**src/include/nvc_pkg.sv**
```systemverilog
/*
 Constants and carrier types for the host-side controller of a nonvolatile SRAM.
 Assumes a 25 MHz system clock and an asynchronous memory part on plain pins.
*/
package nvc_pkg;
   localparam int ADDR_W = 18;
   localparam int DATA_W = 16;
   localparam int CLK_NS = 40;
   // Access timing (ns) and derived cycle counts
   localparam int T_ACCESS_NS   = 80;
   localparam int ACCESS_CYC    = (T_ACCESS_NS + CLK_NS - 1) / CLK_NS;
   localparam int T_WRITE_NS    = 80;
   localparam int WRITE_CYC     = (T_WRITE_NS + CLK_NS - 1) / CLK_NS;
   localparam int T_TURN_NS     = 40;
   localparam int TURN_CYC      = (T_TURN_NS + CLK_NS - 1) / CLK_NS;
   localparam int T_STORE_REQ_NS = 120;
   localparam int STORE_REQ_CYC  = (T_STORE_REQ_NS + CLK_NS - 1) / CLK_NS;
   localparam int CNT_W = 4;
   localparam logic [CNT_W-1:0] CNT_ZERO = 4'h0;
   // Reset values of the memory pins (all inactive)
   localparam logic PIN_IDLE = 1'b1;

   typedef enum logic [2:0] {
      NVC_IDLE  = 3'b000,
      NVC_READ  = 3'b001,
      NVC_WRITE = 3'b010,
      NVC_TURN  = 3'b011,
      NVC_SREQ  = 3'b100,
      NVC_SWAIT = 3'b101
   } nvc_state_t;

   // User request towards the controller
   typedef struct packed {
      logic              write;
      logic [ADDR_W-1:0] addr;
      logic [DATA_W-1:0] wdata;
      logic              upper_n;
      logic              lower_n;
   } nvc_req_t;

   // Control pins towards the memory part
   typedef struct packed {
      logic chip_sel_n;
      logic out_drive_n;
      logic write_strobe_n;
      logic upper_byte_sel_n;
      logic lower_byte_sel_n;
   } nvc_ctl_t;
endpackage : nvc_pkg

```
**src/rtl/nvc_sync.sv**
```systemverilog
/*
 Two-flip-flop synchroniser for one level from outside the clock domain.
 Assumes the input is a pin; only the second stage is used downstream.
*/
module nvc_sync (
   input  wire logic clock,
   input  wire logic rst_b,
   input  wire logic din,
   output logic      dout
);
   logic meta_reg;

   // Two stages, both reset to the pin's idle high level
   always_ff @(posedge clock or negedge rst_b) begin
      if (!rst_b) begin
         meta_reg <= 1'b1;
         dout     <= 1'b1;
      end else begin
         meta_reg <= din;
         dout     <= meta_reg;
      end
   end
endmodule : nvc_sync

```
**src/rtl/nvc_host.sv**
```systemverilog
/*
 Host-side controller that drives a nonvolatile SRAM over its asynchronous pins:
 reads, byte-lane writes and hardware store requests via the shared busy pin.
 Assumes the part is wired directly to the pins and that the busy pin has a pull-up.
*/
// Contract
// - Host holds address stable through write
// - Host keeps drive high during write
// - No capacitor: host disables power-loss save; this controller has no control for it
// - Write strobe inactive after power-on recall
module nvc_host
   import nvc_pkg::*;
(
   input  wire logic                      clock,
   input  wire logic                      rst_b,
   input  wire nvc_pkg::nvc_req_t         req,
   input  wire logic                      req_valid,
   output logic                           req_ready,
   output logic [nvc_pkg::DATA_W-1:0]     rdata,
   output logic                           rdata_valid,
   input  wire logic                      store_request,
   output logic                           store_done,
   output logic                           mem_busy,
   output logic                           write_pending,
   output nvc_pkg::nvc_ctl_t              mem_ctl,
   output logic [nvc_pkg::ADDR_W-1:0]     mem_addr,
   input  wire logic [nvc_pkg::DATA_W-1:0] dq_in,
   output logic [nvc_pkg::DATA_W-1:0]     dq_out,
   output logic                           dq_oe,
   input  wire logic                      store_busy_n_in,
   output logic                           store_busy_n_out,
   output logic                           store_busy_n_oe
);
   import nvc_pkg::*;

   nvc_state_t        state_reg, state_next;
   logic [CNT_W-1:0]  cnt_reg, cnt_next;
   nvc_ctl_t          ctl_reg, ctl_next;
   logic [ADDR_W-1:0] addr_reg, addr_next;
   logic [DATA_W-1:0] wdata_reg, wdata_next;
   logic [DATA_W-1:0] rdata_next;
   logic              oe_reg, oe_next;
   logic              busy_drv_reg, busy_drv_next;
   logic              pend_reg, pend_next;
   logic              done_next;
   logic              rvalid_next;
   logic              busy_sync;

   // Count cycles truncated to the counter width
   function automatic logic [CNT_W-1:0] to_cnt(input int cyc);
      to_cnt = cyc[CNT_W-1:0];
   endfunction : to_cnt

   // Busy pin comes from outside: two flops before any use
   nvc_sync u_busy_sync (
      .clock (clock),
      .rst_b (rst_b),
      .din   (store_busy_n_in),
      .dout  (busy_sync)
   );

   // Pin low from any source means store, recall or external hold
   wire part_busy  = !busy_sync;
   wire cnt_done   = (cnt_reg == CNT_ZERO);
   wire idle       = (state_reg == NVC_IDLE);
   wire can_access = idle && !part_busy && !busy_drv_reg;
   wire take_req   = req_valid && can_access;
   wire take_store = store_request && can_access && !req_valid;
   wire read_lanes_ok = !(req.upper_n && req.lower_n);

   assign req_ready = can_access;

   // Sequencing of access and store request cycles
   always_comb begin
      state_next    = state_reg;
      cnt_next      = cnt_reg;
      ctl_next      = ctl_reg;
      addr_next     = addr_reg;
      wdata_next    = wdata_reg;
      rdata_next    = rdata;
      oe_next       = oe_reg;
      busy_drv_next = busy_drv_reg;
      pend_next     = pend_reg;
      done_next     = 1'b0;
      rvalid_next   = 1'b0;
      case (state_reg)
         NVC_IDLE: begin
            if (take_req) begin
               addr_next                 = req.addr;
               ctl_next.chip_sel_n       = 1'b0;
               ctl_next.upper_byte_sel_n = req.upper_n;
               ctl_next.lower_byte_sel_n = req.lower_n;
               if (req.write) begin
                  wdata_next              = req.wdata;
                  oe_next                 = 1'b1;
                  ctl_next.out_drive_n    = 1'b1;
                  ctl_next.write_strobe_n = 1'b0;
                  cnt_next   = to_cnt(WRITE_CYC);
                  state_next = NVC_WRITE;
               end else begin
                  ctl_next.out_drive_n    = !read_lanes_ok;
                  ctl_next.write_strobe_n = 1'b1;
                  cnt_next   = to_cnt(ACCESS_CYC);
                  state_next = NVC_READ;
               end
            end else if (take_store) begin
               busy_drv_next = 1'b1;
               cnt_next      = to_cnt(STORE_REQ_CYC);
               state_next    = NVC_SREQ;
            end
         end
         NVC_READ: begin
            if (cnt_done) begin
               rdata_next  = dq_in;
               rvalid_next = 1'b1;
               ctl_next    = '{default: PIN_IDLE};
               cnt_next    = to_cnt(TURN_CYC);
               state_next  = NVC_TURN;
            end else begin
               cnt_next = cnt_reg - 4'h1;
            end
         end
         NVC_WRITE: begin
            if (cnt_done) begin
               // Strobe rises alone; select, lanes and address hold a cycle longer
               ctl_next.write_strobe_n = 1'b1;
               pend_next  = 1'b1;
               cnt_next   = to_cnt(TURN_CYC);
               state_next = NVC_TURN;
            end else begin
               cnt_next = cnt_reg - 4'h1;
            end
         end
         NVC_TURN: begin
            oe_next  = 1'b0;
            ctl_next = '{default: PIN_IDLE};
            if (cnt_done) state_next = NVC_IDLE;
            else cnt_next = cnt_reg - 4'h1;
         end
         NVC_SREQ: begin
            if (cnt_done) begin
               busy_drv_next = 1'b0;
               state_next    = NVC_SWAIT;
            end else begin
               cnt_next = cnt_reg - 4'h1;
            end
         end
         NVC_SWAIT: begin
            if (!part_busy) begin
               pend_next  = 1'b0;
               done_next  = 1'b1;
               state_next = NVC_IDLE;
            end
         end
         default: state_next = NVC_IDLE;
      endcase
   end

   // State and pin registers
   always_ff @(posedge clock or negedge rst_b) begin
      if (!rst_b) begin
         state_reg    <= NVC_IDLE;
         cnt_reg      <= CNT_ZERO;
         ctl_reg      <= '{default: PIN_IDLE};
         addr_reg     <= '0;
         wdata_reg    <= '0;
         rdata        <= '0;
         oe_reg       <= 1'b0;
         busy_drv_reg <= 1'b0;
         pend_reg     <= 1'b0;
         store_done   <= 1'b0;
         rdata_valid  <= 1'b0;
      end else begin
         state_reg    <= state_next;
         cnt_reg      <= cnt_next;
         ctl_reg      <= ctl_next;
         addr_reg     <= addr_next;
         wdata_reg    <= wdata_next;
         rdata        <= rdata_next;
         oe_reg       <= oe_next;
         busy_drv_reg <= busy_drv_next;
         pend_reg     <= pend_next;
         store_done   <= done_next;
         rdata_valid  <= rvalid_next;
      end
   end

   // Pin outputs; busy pin is open drain, only ever pulled low
   assign mem_ctl          = ctl_reg;
   assign mem_addr         = addr_reg;
   assign dq_out           = wdata_reg;
   assign dq_oe            = oe_reg;
   assign store_busy_n_out = 1'b0;
   assign store_busy_n_oe  = busy_drv_reg;
   assign mem_busy         = part_busy;
   assign write_pending    = pend_reg;
endmodule : nvc_host

```
**config.mk**
```make
export PLATFORM = sky130hd
export DESIGN_NAME = nvc_host
export DESIGN_NICKNAME = d
export VERILOG_FILES = /design/src/include/nvc_pkg.sv /design/src/rtl/nvc_sync.sv /design/src/rtl/nvc_host.sv
export SDC_FILE = /design/constraint.sdc
export NUM_CORES = 1
export LEC_CHECK = 0
export BUFFER_PORTS_ARGS = -buffer_cell sky130_fd_sc_hd__clkbuf_2
export CAP_MARGIN = 10
export CORE_MARGIN = 5
export CORE_UTILIZATION = 42
export CTS_CLUSTER_DIAMETER = 60
export DETAILED_ROUTE_END_ITERATION = 16
export HOLD_SLACK_MARGIN = 0.05
export PLACE_DENSITY = 0.71
export REMOVE_ABC_BUFFERS = 1
export SLEW_MARGIN = 20
export SYNTH_ARGS = -nofsm -noshare
export SYNTH_HDL_FRONTEND = slang
export SYNTH_SLANG_ARGS = --single-unit
```
**constraint.sdc**
```tcl
create_clock -name clock -period 4.8 [get_ports clock]
set_input_delay 0.72 -clock clock [delete_from_list [all_inputs] [get_ports clock]]
set_output_delay 0.72 -clock clock [all_outputs]
set_load 0.05 [all_outputs]
```
==> results of run 1 <==
[stage by stage]
step	instance area [sq um]	util, %	hold slack (ns)
4_1_cts	3890	54.2	0.361
3_3_place_gp	3710	51.8	0.348
6_report	3890	54.2	0.360
3_5_place_dp	3710	51.8	0.350
2_1_floorplan	2990	-	0.345
5_1_grt	3890	54.2	0.366
[Yosys cell counts (2+ instances only)]
cell type and count:
dfrtp_1 62, mux2_2 33, mux2_4 17, nor2_1 12
o21ai_0 12, a21oi_1 8, dfstp_2 7, inv_1 6
nand2_1 5, buf_2 4, nand2b_1 4, buf_6 3
nand3_1 3, nor3_1 3, o21a_1 3, a211oi_1 2
a31oi_1 2, clkbuf_1 2, ha_1 2, nand3_4 2
nand4bb_1 2, nor2b_1 2, o2111ai_1 2, o211ai_1 2
o22ai_1 2, o31ai_1 2
[kinds of logic (layout without fill, tap and decap cells)]
logic type	count (synthesis)	count (layout)	share of synthesized area, %
multiplexers	51	51	20.9
XOR/XNOR	1	1	0.286
adder cells (fa/ha/maj)	2	2	0.818
AND/OR/NAND/NOR	41	41	8.96
AO/OA/AOI/OAI	43	43	9.12
flip-flops	69	69	56.7
other	1	1	0.123
buffers and inverters	17	142	3.11
[power groups by stage]
stage | Clock [mW] | Sequential (mW) | Combinational [mW]
2_1_floorplan | 0 | 0.632 | 0.0136
3_3_place_gp | 0 | 0.606 | 0.0852
3_5_place_dp | 0 | 0.606 | 0.0863
4_1_cts | 0.441 | 0.595 | 0.0865
5_1_grt | 0.466 | 0.596 | 0.0926
6_report | 0.426 | 0.595 | 0.0845
[worst max-delay path: cells and delay by family, from the launching register on]
| kind | cells | cell delay (ns) |
|---|---|---|
| AND/OR/NAND/NOR | 2 | 0.64 |
| flip-flops | 1 | 0.58 |
| buffers and inverters | 1 | 0.31 |
[area by class of cell]
cell class	instances	area [sq um]
Tap cell	99	124
Clock inverter	5	36.3
Clock buffer	11	141
Fill cell	639	3280
Inverter	6	22.5
Sequential cell	69	1740
Multi-Input combinational cell	139	1230
Timing Repair Buffer	120	603
[layout by cell type (no fill, tap or decap), types with 3 or more instances in the layout]
cell type     n
clkbuf_2    118
clkinvlp_4    3
nor2_1       12
nor3_1        3
mux2_2       33
dfrtp_1      62
dfstp_2       7
a21oi_1       8
nand2b_1      4
inv_1         6
o21ai_0      12
nand2_1       5
o21a_1        3
mux2_4       17
nand3_1       3
clkbuf_8     10
[layer usage]
layer / track usage [%] / vias up / part of all wire, %
li1: - / 1044 / -
met1: 19.4 / 1087 / 42
met2: 25.1 / 75 / 48
met3: 4.89 / 12 / 7.7
met4: 6.01 / 0 / 1.8
met5: 0 / - / 0
[path summary, 6_finish.rpt]
kind / start / endpoint / depth (start not counted)
min in group asynchronous: rst_b / cnt_reg[2] / 2
worst min register to register: u_busy_sync.meta_reg / u_busy_sync.dout / 0
max in group asynchronous: rst_b / mem_addr[6] / 2
worst min-delay path: u_busy_sync.meta_reg / u_busy_sync.dout / 0
worst max register to register: state_reg[2] / mem_ctl[2] / 4
worst max-delay path: state_reg[1] / req_ready / 3
==> results.toml, run 1 <==
[worst_setup_path]
path_class = "reg2out"
cp-end-kind = "output pin"
crit_required_ns = 4.08
crit_fanout = 19
crit_chain = "or2_2 -> nor3_1 -> clkbuf_2"
critPathArrivalTime_ns = 1.87
rrSetupSlack_ns = 2.55
max_stage_delay_ns = 0.58
crit_slowest_cell = "dfrtp_1"
critPathLaunchType = "register"

[timing]
fmax_ghz = 0.386
hold_viol = 0
drv_slew = 0
finClkSkew_ns = 0.0120
fin_crit_sh_pct = 53.9
setup_viol = 0
worstMarginPinSlew_ns = 0.908
setup_slack_ns = 2.21
post-route-min-period_ns = 2.59
rsz0062_at_grt = "false"
slew_headroom_pct = 39.4
setup_tns_ns = 0

[synth]
synth_largest_area_cell = "dfrtp_1"
syn_inst = 225
netlist-cell-type-count = 47
synth_area_sq_um = 3060
seq_area_frac_synth_pct = 56.7
synth_edf_count = 0
syn_area_per_cell_sq_um = 13.6
synth_seq_cells = 69
synthArstFlopShare_pct = 100
synth_top_area_share_pct = 50.7
yosys_warnings = 0
yosys_most_used_dff = "dfrtp_1"
synth_area_leaders = "dfrtp_1 (51%), mux2_2 (12%), mux2_4 (8.3%)"

[clocking]
cts_setup_buffers = 0
cts_root_buf = "clkbuf_8"
cts_sinks = 69
htree_num_levels = 3
ctsHoldBuffers = 0
cts_tree = "built"
clkLatencyLatePin_ns = 0.34
cts_resized = 0
clkTransAtPathRegs_ns = 0.07
cts_made_buffers = 9
clk_path_buf_depth = 2

[pwr]
ir_drop_mv = 0.185
p_leak_nw = 2.05
swShare_pct = 25.5
seqPwrFrac_pct = 53.8
internal_power_mw = 0.823
clkPwrFrac_pct = 38.5
power_mw = 1.11
powerDensity_nw_per_um2 = 284
p_switching_mw = 0.282
p_comb_share_pct = 7.6

[place]
io_buffer_count = 119
place.gp.congestion = 0.798
pre_cts_slack_ns = 2.44
hpwl_microns = 4870
dp_cells = 433

[routing]
routedWlPerCell_microns = 14.8
drt_iter0_markers = 54
vias = 2218
wirelength_microns = 6660
post_drt_via_cell_ratio = 4.94
drc_errors = 0
dr.pass1.iters = 4
antenna_violating_nets_post_route = 0

[floorplanning]
die_x_microns = 95.3
start_util_pct = 42.6
die_y_microns = 95.3
core_area_sq_um = 7180
fp.dieArea_sq_um = 9090
io_pins = 121
rows = 31

[layout]
layout.nets = 405
largest_register_ffs = 18
final_layout_size_suffix_gt1_share_pct = 56.9
layout.cells.non_filler = 449
area_growth_syn_to_layout_pct = 27.2
diodes = 0

[global_routing]
groute.usage.overall_pct = 15.5
grt_max_degree = 70
grt-ovfl-total = 0
grt_pass1_vias = 2339
grt_pass1_wl_microns = 10900
antenna_found_initial = 0

[run]
maxCapViolations = 0

[outcome]
outcome = "complete, no violations"

[worst_hold_path]
min_path_type = "reg2reg"
No activity file was read; power rests on OpenSTA's default activity.
==> run 2, diff against run 1 <==
Settings changed: ABC_AREA set to 1, PLACE_DENSITY 0.71 to 0.74.
Clock period 4.8 ns to 2.3 ns, I/O delays scaled along.
==> results.toml, run 2 <==
[clocking]
cts_sinks = 69
cts_setup_buffers = 0
clkTransAtPathRegs_ns = 0.08
cts_made_buffers = 9
cts_tree = "built"
cts_root_buf = "clkbuf_8"
htree_num_levels = 3
clk_path_buf_depth = 2
clkLatencyLatePin_ns = 0.33
cts_resized = 0

[place]
place.gp.congestion = 0.968
pre_cts_slack_ns = 0.427
hpwl_microns = 5600
io_buffer_count = 119

[pwr]
ir_drop_mv = 0.320
p_leak_nw = 2.23
power_mw = 2.41
powerDensity_nw_per_um2 = 609

[layout]
area_growth_syn_to_layout_pct = 30.4
most-common-layout-cells = "nand2_1 (179), clkbuf_2 (118), dfrtp_1 (62)"
mostFrequentLayoutCell = "nand2_1"
layout.nets = 542
final_layout_size_suffix_gt1_share_pct = 33.5
diodes = 0
seqCellArea_sq_um = 1740
multi_input_area_sq_um = 1150
largest_register_ffs = 18
fill_cells = 706

[timing]
drv_slew = 0
slew_headroom_pct = 62.5
finClkSkew_ns = 0.00817
setup_slack_ns = 0.334
worstMarginPinSlew_ns = 0.561
setup_tns_ns = 0
post-route-min-period_ns = 1.97
fin_crit_sh_pct = 85.5
rsz0062_at_grt = "false"
fmax_ghz = 0.509
setup_viol = 0
hold_viol = 0

[routing]
wirelength_microns = 7570
dr.pass1.iters = 4
drt_iter0_markers = 110
antenna_violating_nets_post_route = 0
drc_errors = 0
post_drt_via_cell_ratio = 4.64
vias = 2721
routedWlPerCell_microns = 12.9

[floorplanning]
die_x_microns = 94.9
rows = 31
io_pins = 121
die_y_microns = 94.9
start_util_pct = 42.4
core_area_sq_um = 7140
fp.dieArea_sq_um = 9010

[synth]
synth_area_leaders = "dfrtp_1 (51%), nand2_1 (22%), dfstp_2 (6.1%)"
synth_top_area_share_pct = 51.2
synth_edf_count = 0
synthArstFlopShare_pct = 100
yosys_warnings = 0
netlist-cell-type-count = 26
synth_seq_cells = 69
synth_largest_area_cell = "dfrtp_1"
yosys-top-cells-count = "nand2_1 (179), dfrtp_1 (62), nand3_1 (28)"
yosys_most_used_dff = "dfrtp_1"
synth_area_sq_um = 3030
seq_area_frac_synth_pct = 57.3
synth.most_common_cell = "nand2_1"
syn_inst = 360
syn_area_per_cell_sq_um = 8.41

[worst_setup_path]
rr_worst_depth = 7
rrSetupSlack_ns = 0.42
crit_end = "req_ready"
critPathLaunchType = "register"
path_class = "reg2out"
crit_fanout = 5
crit_required_ns = 1.96
timing.rr.start = "cnt_reg[0]"
critPathArrivalTime_ns = 1.62
reg2reg_to = "rdata[10]"
crit_start = "state_reg[1]"
cp-end-kind = "output pin"

[worst_hold_path]
min_path_type = "in2reg"

[global_routing]
grt_pass1_vias = 2750
grt-ovfl-total = 0
antenna_found_initial = 0
grt_pass1_wl_microns = 12500
groute.usage.overall_pct = 17.8
grt_max_degree = 49

[outcome]
outcome = "complete, no violations"

[run]
maxCapViolations = 0
## run 2: cell count changes after synthesis, moves of 5 or more
cell,before,now
inv_1,6,19
o21ai_0,12,6
mux2_2,33,0
nand3_1,3,28
mux2_4,17,0
inv_2,0,5
nand2_1,5,179
## run 2: final cells by class
type / count / share of cell area [%]
clock buffers: 9 / 3.13
clock inverters: 7 / 2.44
inverters: 24 / 2.28
multi-input cells: 256 / 29.1
flip-flops and latches: 69 / 43.9
well taps: 99 / 3.13
repair buffers: 122 / 16.0
## run 2: cells by family (layout without fill, tap and decap cells)
family | count (synthesis) | after routing | synth area share [%]
AND/OR/NAND/NOR | 236 | 236 | 33.7
flip-flops | 69 | 69 | 57.3
buffers and inverters | 35 | 162 | 4.79
AO/OA/AOI/OAI | 16 | 16 | 2.93
adder cells (fa/ha/maj) | 2 | 2 | 0.826
other | 1 | 1 | 0.124
XOR/XNOR | 1 | 1 | 0.289
## run 2: timing repair
| action | CTS | global route |
|---|---|---|
| endpoints found under the setup margin | 0 | 0 |
| hold buffers | 1 | 0 |
| hold endpoints to repair | 17 | 0 |
## run 2: stage by stage
stage	area (sq um)	std cells	utilization [%]	hold slack, ns
after detailed placement	3720	569	52.1	0.348
after global routing	3950	586	55.4	0.0639
after CTS	3950	586	55.4	0.0722
after floorplan	2970	349	-	0.0494
final	3950	586	55.4	0.0854
after global placement	3720	569	52.1	0.346
## run 2: worst min path at each step
stage | cells after the start | endpoint | slack (ns) | from
3_3_place_gp | 1 | mem_addr[14] | 0.35 | rst_b
4_1_cts | 1 | u_busy_sync.meta_reg | 0.07 | store_busy_n_in
3_5_place_dp | 1 | store_done | 0.35 | rst_b
2_1_floorplan | 0 | cnt_reg[0] | 0.05 | rst_b
6_report | 1 | u_busy_sync.meta_reg | 0.09 | store_busy_n_in
5_1_grt | 1 | u_busy_sync.meta_reg | 0.06 | store_busy_n_in
## run 2: layer usage
layer / wire, microns / GRT usage (%)
met1: 3270 / 22.2
met4: 99 / 6.61
met3: 555 / 5.58
met5: 0 / 0
met2: 3640 / 29.1
## run 2: where the power goes
part	leakage, nW	switching, mW	internal, mW
registers	0.850	0.000976	1.22
clock network	0.114	0.478	0.616
logic	1.27	0.0550	0.0409
## run 2: worst max-delay path, cell delays in order (launching register included)
cell and delay (ns):
dfrtp_1 0.46, nor2_4 0.23, nand2_2 0.13, nor2_4 0.16, clkbuf_2 0.31
